**src/design/ced_pkg.sv**
```systemverilog
/*
  Constants, field layout, register map, modes and states of the comparator event block.
  Assumes a 25 MHz APB clock and a 32-bit APB data path.
*/
`default_nettype none

package ced_pkg;

  // Clock and settling time
  localparam int unsigned CLK_PERIOD_NS  = 40;
  localparam int unsigned SETTLE_TIME_NS = 10000;
  localparam int unsigned SETTLE_CYCLES  = (SETTLE_TIME_NS + CLK_PERIOD_NS - 1) / CLK_PERIOD_NS;
  localparam int unsigned SETTLE_W       = 9;
  localparam logic [SETTLE_W-1:0] SETTLE_LAST = SETTLE_W'(SETTLE_CYCLES);

  // Machine cycle framing, in system clocks
  localparam int unsigned PHASE_W     = 4;
  localparam int unsigned MC_CLKS_SINGLE = 12;
  localparam int unsigned MC_CLKS_DOUBLE = 6;
  localparam logic [PHASE_W-1:0] MC_LAST_SINGLE      = PHASE_W'(MC_CLKS_SINGLE - 1);
  localparam logic [PHASE_W-1:0] MC_LAST_DOUBLE      = PHASE_W'(MC_CLKS_DOUBLE - 1);
  localparam logic [PHASE_W-1:0] SAMPLE_PHASE_SINGLE = 4'h7;
  localparam logic [PHASE_W-1:0] SAMPLE_PHASE_DOUBLE = 4'h3;
  localparam logic [PHASE_W-1:0] PHASE_ZERO  = 4'h0;
  localparam logic [PHASE_W-1:0] PHASE_ONE   = 4'h1;

  // Debounce wait: two Timer 1 overflows
  localparam int unsigned OVF_W = 2;
  localparam logic [OVF_W-1:0] OVF_ZERO = 2'h0;
  localparam logic [OVF_W-1:0] OVF_ONE  = 2'h1;
  localparam logic [OVF_W-1:0] OVF_LAST = 2'h1;

  // APB
  localparam int unsigned ADDR_W = 12;
  localparam int unsigned DATA_W = 32;
  localparam logic [DATA_W-1:0] DATA_ZERO = 32'h0000_0000;
  localparam logic [ADDR_W-1:0] CTRL_INDEX = 12'h097;
  localparam logic [ADDR_W-1:0] CTRL_ADDR  = CTRL_INDEX << 2;
  localparam logic [ADDR_W-1:0] IMASK_ADDR = 12'h260;
  localparam logic [ADDR_W-1:0] EVST_ADDR  = 12'h264;
  localparam logic [ADDR_W-1:0] EVMSK_ADDR = 12'h268;
  localparam logic [ADDR_W-1:0] STATE_ADDR = 12'h26C;

  // Control and status fields
  localparam int unsigned MODE_W      = 3;
  localparam int unsigned CTRL_MODE_LSB = 0;
  localparam int unsigned CTRL_EN_BIT = 3;
  localparam int unsigned CTRL_FLAG_BIT = 4;
  localparam int unsigned IMASK_CMP_BIT = 6;
  localparam logic [MODE_W-1:0] MODE_RST = 3'h0;

  // Event status and mask layout
  localparam int unsigned EV_W       = 2;
  localparam int unsigned EV_SET_BIT = 0;
  localparam int unsigned EV_REJ_BIT = 1;
  localparam logic [EV_W-1:0] EV_ZERO = 2'h0;

  // Live state register layout
  localparam int unsigned ST_RES_BIT     = 0;
  localparam int unsigned ST_SETTLED_BIT = 1;
  localparam int unsigned ST_BUSY_BIT    = 2;

  typedef enum logic [MODE_W-1:0] {
    MD_LOW     = 3'h0,
    MD_RISE    = 3'h1,
    MD_DTOGGLE = 3'h2,
    MD_DRISE   = 3'h3,
    MD_FALL    = 3'h4,
    MD_TOGGLE  = 3'h5,
    MD_DFALL   = 3'h6,
    MD_HIGH    = 3'h7
  } ced_mode_t;

  typedef enum logic [3:0] {
    ST_OFF      = 4'h1,
    ST_WATCH    = 4'h2,
    ST_WAIT     = 4'h4,
    ST_RESAMPLE = 4'h8
  } ced_state_t;

endpackage : ced_pkg

`default_nettype wire

```
**src/design/ced_top.sv**
```systemverilog
/*
  Comparator event block: compares the synchronised analog levels, samples the result once
  per machine cycle and raises the compare event flag on level, edge or toggle conditions,
  optionally debounced by Timer 1 overflows. Registers sit on an APB slave.
  Assumes timer1_overflow, idle_mode, power_down_mode and single_speed_clock_mode come from
  logic on pclk; the analog level words are quasi-static pin inputs.
*/
// Decided for this implementation: the APB register port and the placing of the registers.
// How it works
// - Result is one when positive input exceeds negative input, else zero.
// - Comparison and event detection run only while comparator enable is set.
// - Flag is set whenever sampled result meets the selected condition.
// - Flag is polled or interrupts; only a software write clears it.
// - Idle or power-down forces the comparator off; no events there.
// - Result sampled once per machine cycle at fourth state phase.
// - Debounced modes wait two Timer 1 overflows after a transition, then resample.
// - After the wait, flag set only if new sample matches expected value.
// - Debounced flag rises one to two Timer 1 periods after the transition.
// - Mode field decodes low, rise, dtoggle, drise, fall, toggle, dfall, high.
// - Clearing enable forces the result low and blocks further events.
// - Comparator interrupt is gated by bit 6 of the interrupt mask register.
// - In single speed mode a machine cycle spans 12 system clocks.
`timescale 1ns/1ps
`default_nettype none

module ced_top #(
  parameter int unsigned AIN_W = 8
) (
  input  wire logic                      pclk,
  input  wire logic                      presetn,
  input  wire logic                      psel,
  input  wire logic                      penable,
  input  wire logic                      pwrite,
  input  wire logic [ced_pkg::ADDR_W-1:0] paddr,
  input  wire logic [ced_pkg::DATA_W-1:0] pwdata,
  output logic      [ced_pkg::DATA_W-1:0] prdata,
  output logic                           pready,
  output logic                           pslverr,
  input  wire logic [AIN_W-1:0]          positive_analog_input,
  input  wire logic [AIN_W-1:0]          negative_analog_input,
  input  wire logic                      timer1_overflow,
  input  wire logic                      idle_mode,
  input  wire logic                      power_down_mode,
  input  wire logic                      single_speed_clock_mode,
  output logic                           comparator_result,
  output logic                           comparator_irq,
  output logic                           event_irq
);
  import ced_pkg::*;

  // Condition met directly on a sample
  function automatic logic cond_hit(input logic [MODE_W-1:0] m, input logic prv,
                                    input logic cur);
    case (m)
      MD_LOW:    cond_hit = ~cur;
      MD_RISE:   cond_hit = ~prv & cur;
      MD_FALL:   cond_hit = prv & ~cur;
      MD_TOGGLE: cond_hit = prv ^ cur;
      MD_HIGH:   cond_hit = cur;
      default:   cond_hit = 1'b0;
    endcase
  endfunction : cond_hit

  // Transition that opens a debounce wait
  function automatic logic deb_start(input logic [MODE_W-1:0] m, input logic prv,
                                     input logic cur);
    case (m)
      MD_DTOGGLE: deb_start = prv ^ cur;
      MD_DRISE:   deb_start = ~prv & cur;
      MD_DFALL:   deb_start = prv & ~cur;
      default:    deb_start = 1'b0;
    endcase
  endfunction : deb_start

  logic [AIN_W-1:0]    pos_q;
  logic [AIN_W-1:0]    neg_q;
  logic                en_ff;
  logic [MODE_W-1:0]   mode_ff;
  logic                flag_ff;
  logic                imask_cmp_ff;
  logic [EV_W-1:0]     ev_st_ff;
  logic [EV_W-1:0]     ev_mask_ff;
  logic [PHASE_W-1:0]  phase_ff;
  logic                sample_ff;
  logic                expect_ff;
  logic [OVF_W-1:0]    ovf_cnt_ff;
  ced_state_t          state_ff;
  logic [SETTLE_W-1:0] settle_ff;
  logic                pready_ff;
  logic                pslverr_ff;
  logic [DATA_W-1:0]   prdata_ff;
  logic                result_ff;
  logic                cmp_irq_ff;
  logic                ev_irq_ff;

  ced_state_t          nxt_state;
  logic [OVF_W-1:0]    nxt_ovf;
  logic                nxt_expect;
  logic                hw_set;
  logic                hw_rej;

  ced_sync #(.WIDTH(AIN_W)) u_sync_pos (
    .clk   (pclk),
    .rst_n (presetn),
    .d     (positive_analog_input),
    .q     (pos_q)
  );

  ced_sync #(.WIDTH(AIN_W)) u_sync_neg (
    .clk   (pclk),
    .rst_n (presetn),
    .d     (negative_analog_input),
    .q     (neg_q)
  );

  // Enable gating and the compare itself
  wire run     = en_ff & ~idle_mode & ~power_down_mode;
  wire cmp_now = run & (pos_q > neg_q);

  // Machine cycle framing
  wire [PHASE_W-1:0] mc_last      = single_speed_clock_mode ? MC_LAST_SINGLE
                                                            : MC_LAST_DOUBLE;
  wire [PHASE_W-1:0] sample_phase = single_speed_clock_mode ? SAMPLE_PHASE_SINGLE
                                                            : SAMPLE_PHASE_DOUBLE;
  wire [PHASE_W-1:0] nxt_phase = (phase_ff >= mc_last) ? PHASE_ZERO : phase_ff + PHASE_ONE;
  wire sample_tick = (phase_ff == sample_phase);

  // APB decode; one wait state so read data can come from a flip-flop
  wire acc_first = psel & penable & ~pready_ff;
  wire xfer_done = psel & penable & pready_ff;
  wire wr_en     = xfer_done & pwrite;
  wire rd_en     = xfer_done & ~pwrite;
  wire hit_ctrl  = (paddr == CTRL_ADDR);
  wire hit_imask = (paddr == IMASK_ADDR);
  wire hit_evst  = (paddr == EVST_ADDR);
  wire hit_evmsk = (paddr == EVMSK_ADDR);
  wire hit_state = (paddr == STATE_ADDR);
  wire mapped    = hit_ctrl | hit_imask | hit_evst | hit_evmsk | hit_state;

  wire settled = (settle_ff == SETTLE_LAST);
  wire busy    = (state_ff == ST_WAIT) | (state_ff == ST_RESAMPLE);

  wire [DATA_W-1:0] rd_ctrl  = (DATA_W'(flag_ff) << CTRL_FLAG_BIT)
                             | (DATA_W'(en_ff) << CTRL_EN_BIT)
                             | (DATA_W'(mode_ff) << CTRL_MODE_LSB);
  wire [DATA_W-1:0] rd_imask = DATA_W'(imask_cmp_ff) << IMASK_CMP_BIT;
  wire [DATA_W-1:0] rd_state = (DATA_W'(result_ff) << ST_RES_BIT)
                             | (DATA_W'(settled) << ST_SETTLED_BIT)
                             | (DATA_W'(busy) << ST_BUSY_BIT);
  wire [DATA_W-1:0] rd_mux   = hit_ctrl  ? rd_ctrl :
                               hit_imask ? rd_imask :
                               hit_evst  ? DATA_W'(ev_st_ff) :
                               hit_evmsk ? DATA_W'(ev_mask_ff) :
                               hit_state ? rd_state : DATA_ZERO;

  // Flag: hardware set wins over a software clear in the same cycle
  wire wr_ctrl = wr_en & hit_ctrl;
  wire nxt_flag = hw_set | (wr_ctrl ? pwdata[CTRL_FLAG_BIT] : flag_ff);

  // Clear on read drops only the bits that were returned, so a late event survives
  wire [EV_W-1:0] rd_clr = (rd_en & hit_evst) ? prdata_ff[EV_W-1:0] : EV_ZERO;
  wire [EV_W-1:0] ev_new = (EV_W'(hw_set) << EV_SET_BIT) | (EV_W'(hw_rej) << EV_REJ_BIT);
  wire [EV_W-1:0] nxt_ev = ev_new | (ev_st_ff & ~rd_clr);

  wire [SETTLE_W-1:0] nxt_settle = !run ? '0 :
                                   settled ? settle_ff : settle_ff + SETTLE_W'(1);

  // Detection and debounce sequencing
  always_comb begin
    nxt_state  = state_ff;
    nxt_ovf    = ovf_cnt_ff;
    nxt_expect = expect_ff;
    hw_set     = 1'b0;
    hw_rej     = 1'b0;
    case (state_ff)
      ST_OFF: begin
        if (run) nxt_state = ST_WATCH;
      end
      ST_WATCH: begin
        if (sample_tick) begin
          if (cond_hit(mode_ff, sample_ff, cmp_now)) begin
            hw_set = 1'b1;
          end else if (deb_start(mode_ff, sample_ff, cmp_now)) begin
            nxt_state  = ST_WAIT;
            nxt_ovf    = OVF_ZERO;
            nxt_expect = cmp_now;
          end
        end
      end
      ST_WAIT: begin
        // Free-running timer: second overflow guarantees at least one full period
        if (timer1_overflow) begin
          if (ovf_cnt_ff == OVF_LAST) nxt_state = ST_RESAMPLE;
          else nxt_ovf = ovf_cnt_ff + OVF_ONE;
        end
      end
      ST_RESAMPLE: begin
        if (sample_tick) begin
          if (cmp_now == expect_ff) hw_set = 1'b1;
          else hw_rej = 1'b1;
          nxt_state = ST_WATCH;
        end
      end
      default: nxt_state = ST_OFF;
    endcase
    if (!run) begin
      nxt_state = ST_OFF;
      hw_set    = 1'b0;
      hw_rej    = 1'b0;
    end
  end

  always_ff @(posedge pclk or negedge presetn) begin
    if (!presetn) begin
      phase_ff   <= PHASE_ZERO;
      sample_ff  <= 1'b0;
      expect_ff  <= 1'b0;
      ovf_cnt_ff <= OVF_ZERO;
      state_ff   <= ST_OFF;
      settle_ff  <= '0;
      result_ff  <= 1'b0;
    end else begin
      phase_ff   <= nxt_phase;
      sample_ff  <= !run ? 1'b0 : (sample_tick ? cmp_now : sample_ff);
      expect_ff  <= nxt_expect;
      ovf_cnt_ff <= nxt_ovf;
      state_ff   <= nxt_state;
      settle_ff  <= nxt_settle;
      result_ff  <= cmp_now;
    end
  end

  always_ff @(posedge pclk or negedge presetn) begin
    if (!presetn) begin
      en_ff      <= 1'b0;
      mode_ff    <= MODE_RST;
      flag_ff      <= 1'b0;
      imask_cmp_ff <= 1'b0;
      ev_st_ff   <= EV_ZERO;
      ev_mask_ff <= EV_ZERO;
    end else begin
      if (wr_ctrl) en_ff <= pwdata[CTRL_EN_BIT];
      if (wr_ctrl) mode_ff <= pwdata[CTRL_MODE_LSB +: MODE_W];
      flag_ff <= nxt_flag;
      if (wr_en & hit_imask) imask_cmp_ff <= pwdata[IMASK_CMP_BIT];
      ev_st_ff <= nxt_ev;
      if (wr_en & hit_evmsk) ev_mask_ff <= pwdata[EV_W-1:0];
    end
  end

  always_ff @(posedge pclk or negedge presetn) begin
    if (!presetn) begin
      pready_ff  <= 1'b0;
      pslverr_ff <= 1'b0;
      prdata_ff  <= DATA_ZERO;
      cmp_irq_ff <= 1'b0;
      ev_irq_ff  <= 1'b0;
    end else begin
      pready_ff  <= acc_first;
      pslverr_ff <= acc_first & ~mapped;
      prdata_ff  <= (acc_first & ~pwrite) ? rd_mux : DATA_ZERO;
      cmp_irq_ff <= flag_ff & imask_cmp_ff;
      ev_irq_ff  <= |(ev_st_ff & ev_mask_ff);
    end
  end

  assign prdata            = prdata_ff;
  assign pready            = pready_ff;
  assign pslverr           = pslverr_ff;
  assign comparator_result = result_ff;
  assign comparator_irq    = cmp_irq_ff;
  assign event_irq         = ev_irq_ff;
endmodule : ced_top

`default_nettype wire

```
**src/design/ced_sync.sv**
```systemverilog
/*
  Two flip-flop synchroniser for a word of pin inputs.
  Assumes the word moves slowly compared with the clock, so bits may cross on different edges.
*/
`timescale 1ns/1ps
`default_nettype none

module ced_sync #(
  parameter int unsigned WIDTH = 1
) (
  input  wire logic             clk,
  input  wire logic             rst_n,
  input  wire logic [WIDTH-1:0] d,
  output logic      [WIDTH-1:0] q
);

  logic [WIDTH-1:0] meta_ff;

  always_ff @(posedge clk or negedge rst_n) begin
    if (!rst_n) begin
      meta_ff <= '0;
      q       <= '0;
    end else begin
      meta_ff <= d;
      q       <= meta_ff;
    end
  end

endmodule : ced_sync

`default_nettype wire

```
**config.mk**
```make
export PLATFORM = sky130hd
export DESIGN_NAME = ced_top
export DESIGN_NICKNAME = d
export VERILOG_FILES = /design/src/design/ced_pkg.sv /design/src/design/ced_top.sv /design/src/design/ced_sync.sv
export SDC_FILE = /design/constraint.sdc
export NUM_CORES = 1
export LEC_CHECK = 0
export ABC_AREA = 0
export BUFFER_PORTS_ARGS = -buffer_cell sky130_fd_sc_hd__buf_2
export CORE_AREA = 2 2 112 114
export CTS_CLUSTER_SIZE = 30
export DETAILED_ROUTE_END_ITERATION = 6
export DIE_AREA = 0 0 114 116
export GPL_TIMING_DRIVEN = 0
export PLACE_DENSITY = 0.46
export SETUP_SLACK_MARGIN = 0.2
export SYNTH_ARGS = -nofsm -noshare
export SYNTH_HDL_FRONTEND = slang
export SYNTH_SLANG_ARGS = --single-unit
```
**constraint.sdc**
```tcl
create_clock -name pclk -period 7.5 [get_ports pclk]
set_clock_uncertainty 0.1 [all_clocks]
set_input_delay 1.125 -clock pclk [delete_from_list [all_inputs] [get_ports pclk]]
set_output_delay 1.125 -clock pclk [all_outputs]
set_load 0.01 [all_outputs]
```
* Word level (Yosys, flattened, before mapping) *
Cells that the tools add are included.

operators by class
  $mul = 0
  div/mod/pow operators = 0
  reductions and logical operators = 6
  mux-type cells = 46
  order comparisons = 2
  add/subtract/negate cells = 3
  shift operators = 0
  bitwise logic cells = 41
  eq/ne operators = 33

operator list
  kind                  count
  $eq 12x10->1 const B  5
  $mux 4                9
  $mux 7                3
  $mux 9                2
  $and 1x1->1           17
  $mux 1                17
  $pmux 4 s4            1
  $ne 3x3->1 const B    5
  $eq 3x3->1 const B    4
  $mux 2                6
  $mux 3                4
  $ne 2x2->1 const B    6
  $reduce_and 6->1      2
  $add 9x1->9 const B   1
  $eq 9x8->1 const B    1
  $gt 8x8->1            1
  $not 1->1             8
  $eq 3x2->1 const B    2
  $or 1x1->1            6
  $or 5x3->5            1
  $or 5x4->5            1
  $pmux 1 s5            1
  $add 4x1->4 const B   1
  $and 2x2->2           2
  24 further kinds      25

storage, ports and cells
  bits in read-only memories = 0
  bits in writable memories = 0
  bits of input ports = 69
  logic and storage cells = 153
  latch bits = 0
  bits in registers = 75
  memories = 0

* Longest topological paths before layout *
  word-level depth = 17
  mapped depth = 14
  mapped depth without buffers = 14

* Modules after synthesis *
A second synthesis with hierarchy kept.

unflattened totals
  cell total of the unflattened synthesis = 314
  area total of the unflattened synthesis = 3,485.8 um^2

by module, submodules not included
  module    seq. area each (um^2)  area an instance (um^2)  instances  cells an instance
  ced_top   1,052.3                2,685.1                  1          282
  ced_sync  400.4                  400.4                    2          16

* Worst setup path before layout *
Ideal clock, no wire load.

  path kind = input port to flip-flop
  start point = input port idle_mode
  end point = register ovf_cnt_ff[0]
  arrival = 2,796 ps
  buffers on the path = 0
  cell stages on the path = 12
  setup slack = 4,477 ps
  data required time = 7,273 ps
  path through = nor3b_4 -> o21a_1 -> and2_2 -> nand2_1 -> inv_1 -> ha_1 -> nor2_1 -> a211oi_1 -> nor3_1 -> nand4b_1 -> nand3_1 -> o21ai_0

on the way
  cells in the longest elaborated chain, start to end = 12
  elaborated cells between the ends (all ways) = 18
  classes of those cells = eq/ne: 2; mux: 7; bitwise: 8; reduce/logical: 1

RTL lines
  item                                   RTL line                                     text
  start, declared                        ced_top.sv:42                                input wire logic idle_mode,
  $not 1->1 (*)                          ced_top.sv:117                               wire run = en_ff & ~idle_mode & ~power_down_mode;
  $and 1x1->1 (*) (2 in a row)           ced_top.sv:117
  $and 1x1->1 (*)                        ced_top.sv:118                               wire cmp_now = run & (pos_q > neg_q);
  net cmp_now                            ced_top.sv:118
  $not 1->1                              ced_top.sv:55, ced_top.sv:57, ced_top.sv:70
  $and 1x1->1                            ced_top.sv:57, ced_top.sv:70
  $pmux 1 s3                             ced_top.sv:67                                case (m)
  $mux 1                                 ced_top.sv:181                               if (cond_hit(mode_ff, sample_ff, cmp_now)) begin
  $mux 1                                 ced_top.sv:180                               if (sample_tick) begin
  $mux 1                                 ced_top.sv:175                               case (state_ff)
  $ne 2x2->1 (no source line)            --
  $reduce_and 6->1 (no source line) (*)  --
  end signal, assigned                   ced_top.sv:226                               ovf_cnt_ff <= nxt_ovf;
  end, declared                          ced_top.sv:86                                logic [OVF_W-1:0] ovf_cnt_ff;

Mark *: on every way through the listed nets, which the timed path passes. The rest lies on a longest branch. The select of a mux whose other input is x is not followed.
A chain may end at the register's enable or synchronous reset.

* Final worst setup path *
Ends and elaborated chain as after synthesis.

==> out/qor.txt <==
status: finished clean
peak supply drop: 0.1608 mV
Max Fclk: 310.7 MHz
chip height: 116 um
core area: 0.01191 sq mm
Syn Area/Cell: 11.11 sq um
CTS Buffer Depth: 2
post-synth cell types: 57
GRT Total Usage: 0.1049
MaxCap Viol Count: 0
clk sinks: 74
Max Fanout on Critical Path: 5
Yosys top cell by area: dfrtp_1
CP endpoint kind: flip-flop
sequential fraction of the synthesis area: 0.5280
leakage: 0.002139 uW
critical path class: input pin to flip-flop
share of the synthesized area in the top cell type: 0.5205
Setup-failing EPs final: 0
asr flop ratio synth: 1.000
EDFF count, synth: 0
most common cell in the synthesized netlist: dfrtp_1
initial antenna violation count: 0
GPL Wtd Cong: 0.7371
Post-route DRC: 0
diode count: 0
largest net degree at the start of global routing: 71
routed length per instance: 11.62 um
site row count: 40
final antenna-violating net count: 0
Fin Setup TNS: 0 ns
Worst path max stage delay: 0.34 ns
DRT Pass-1 Iters: 4
Area contributors post-synth: dfrtp_1 (52%), ha_1 (6.1%), buf_4 (5.8%), nor2_1 (2.9%), mux2_2 (2.6%)
RSZ-0062 raised after global routing: false
CP Buf/Inv Count: 2
Nets: 490
Crit path max-delay family: simple AND/OR/NAND/NOR gates
Req. time, crit path: 7.61 ns
initial core utilization: 0.2946
critical path arrival: 3.33 ns
final wirelength: 6447 um
# port buffers: 51
die width: 114 um
#FFs+latches synth: 74
detailed placement HPWL: 4739 um
H-tree level count: 3
ys flop type: dfrtp_1
vias per cell: 4.285
share of cells above drive strength 1: 0.3015
root buf cell: clkbuf_16
Clk pin slew, worst setup/hold paths: 0.06 ns
IO Pins: 106
fin area: 0.004413 sq mm
initial DRC count: 104
vias in the first global route: 2355
post-cts hold buffer count: 0
number of gates resized after cts: 0
CP Launch Type: input pin
CTS tree: done
post-synthesis instance area: 0.003510 sq mm
Slew @ Worst Pin: 0.8195 ns
Pwr Total: 1021 uW
via count: 2378
crit path cell chain: buf_2, nor3b_4, o21a_1, and2_2, nand2_1, inv_1, ha_1, nor2_1, a211oi_1, nor3_1, nand4b_1, nand3_1, o21ai_0
Mapped Cells: 316
Post-CTS Setup Bufs: 0
placed inst area: 0.004073 sq mm
DIE AREA: 0.01322 sq mm
Rel. slew slack: 0.4460
Final Max Slew Viols: 0
area grow syn2layout: 25.74%
Final Hold Viols: 0
worst-skew pair later-pin latency: 0.33 ns
total CTS buffers: 9
pwr dens: 231.4 mW/mm^2
Tcrit/Tclk final: 0.4292
first-pass GRT wire length: 10920 um
Post-synth top cells: dfrtp_1 (73), buf_4 (27), nor2_1 (27), nand2_1 (18), ha_1 (17)
Syn. warnings: 0
Worst path slowest cell: nor3_1
Final min period: 3.219 ns
hold crit path type: flip-flop to flip-flop
gr ovfl total: 0
-- placed cells by master, fill, tap and decap left out, types with 4 or more instances in the layout --
master / instances
dfrtp_1: 73
or3_1: 4
buf_2: 54
conb_1: 26
nor2_1: 27
nor3_1: 7
o21ai_0: 14
mux2_2: 8
nand2b_1: 4
a21oi_1: 10
xnor2_1: 7
nand3_1: 11
ha_1: 17
buf_4: 28
nand4_1: 5
inv_1: 16
nand2_1: 18
clkbuf_16: 9
nor2b_1: 8
-- final cells by class --
class | count | area, sq um
Fill cell | 1202 | 7498
Sequential cell | 74 | 1853
Multi-Input combinational cell | 216 | 1444
Timing Repair Buffer | 52 | 285.3
Buffer | 35 | 246.5
Clock buffer | 9 | 225.2
Tap cell | 147 | 183.9
Clock inverter | 6 | 115.1
Inverter | 16 | 60.06
-- report_power, final --
group          total (uW)  internal (uW)  leakage, uW  switching, uW
registers             432            419     0.000949           12.8
clock network         488            325     0.000162            164
logic                 101           46.5      0.00103           54.4
-- flip-flops by register name, summed over array words and instances, names as in the netlist, 2 cells and up --
signal / cells
ev_st_ff: 2
u_sync_neg.meta_ff: 8
u_sync_pos.q: 8
ev_mask_ff: 2
state_ff: 4
prdata: 6
phase_ff: 4
mode_ff: 3
u_sync_pos.meta_ff: 8
settle_ff: 9
u_sync_neg.q: 8
ovf_cnt_ff: 2
-- worst reg2reg max path, delay by kind of cell (launching register included) --
kind	cells	cell delay (ns)
simple gates	6	1.17
fa+ha+maj	2	0.61
compound gates	4	0.60
flops	1	0.36
buf+inv	1	0.08
-- routing by layer --
metal  vias to the layer above  global-route usage  share of wire
li1                       1215                   -              -
met5                         -                   0              0
met3                         7             0.03556          0.054
met4                         0             0.03415          0.012
met2                        58              0.1710           0.47
met1                      1098              0.1316           0.46
-- kinds of logic after synthesis --
group	synth area share
adder cells (fa/ha/maj)	0.06060
XOR/XNOR	0.02496
AO/OA/AOI/OAI	0.08022
other	0.001068
multiplexers	0.02995
flip-flops	0.5280
buffers and inverters	0.08734
AND/OR/NAND/NOR	0.1879
-- stage by stage --
step	hold WS, ns	util	cells	setup WS, ns
global placement	0.2346	0.3394	539	3.906
floorplan	0.2312	-	341	4.477
finish	0.2445	0.3705	555	4.281
global route	0.2524	0.3705	555	3.972
detailed placement	0.2355	0.3419	540	3.889
CTS	0.2491	0.3705	555	4.228
-- worst paths after layout --
kind / cells past startpoint / slack (ns) / to / startpoint
worst max-delay path: 13 / 4.28 / ovf_cnt_ff[0] / idle_mode
worst min-delay path: 0 / 0.24 / u_sync_neg.q[6] / u_sync_neg.meta_ff[6]
worst max register to register: 13 / 4.45 / ovf_cnt_ff[0] / u_sync_pos.q[5]
worst min register to register: 0 / 0.24 / u_sync_neg.q[6] / u_sync_neg.meta_ff[6]
max in group asynchronous: 2 / 6.24 / state_ff[0] / presetn
min in group asynchronous: 1 / 0.49 / settle_ff[4] / presetn
Power figures use the tool's default switching activity.
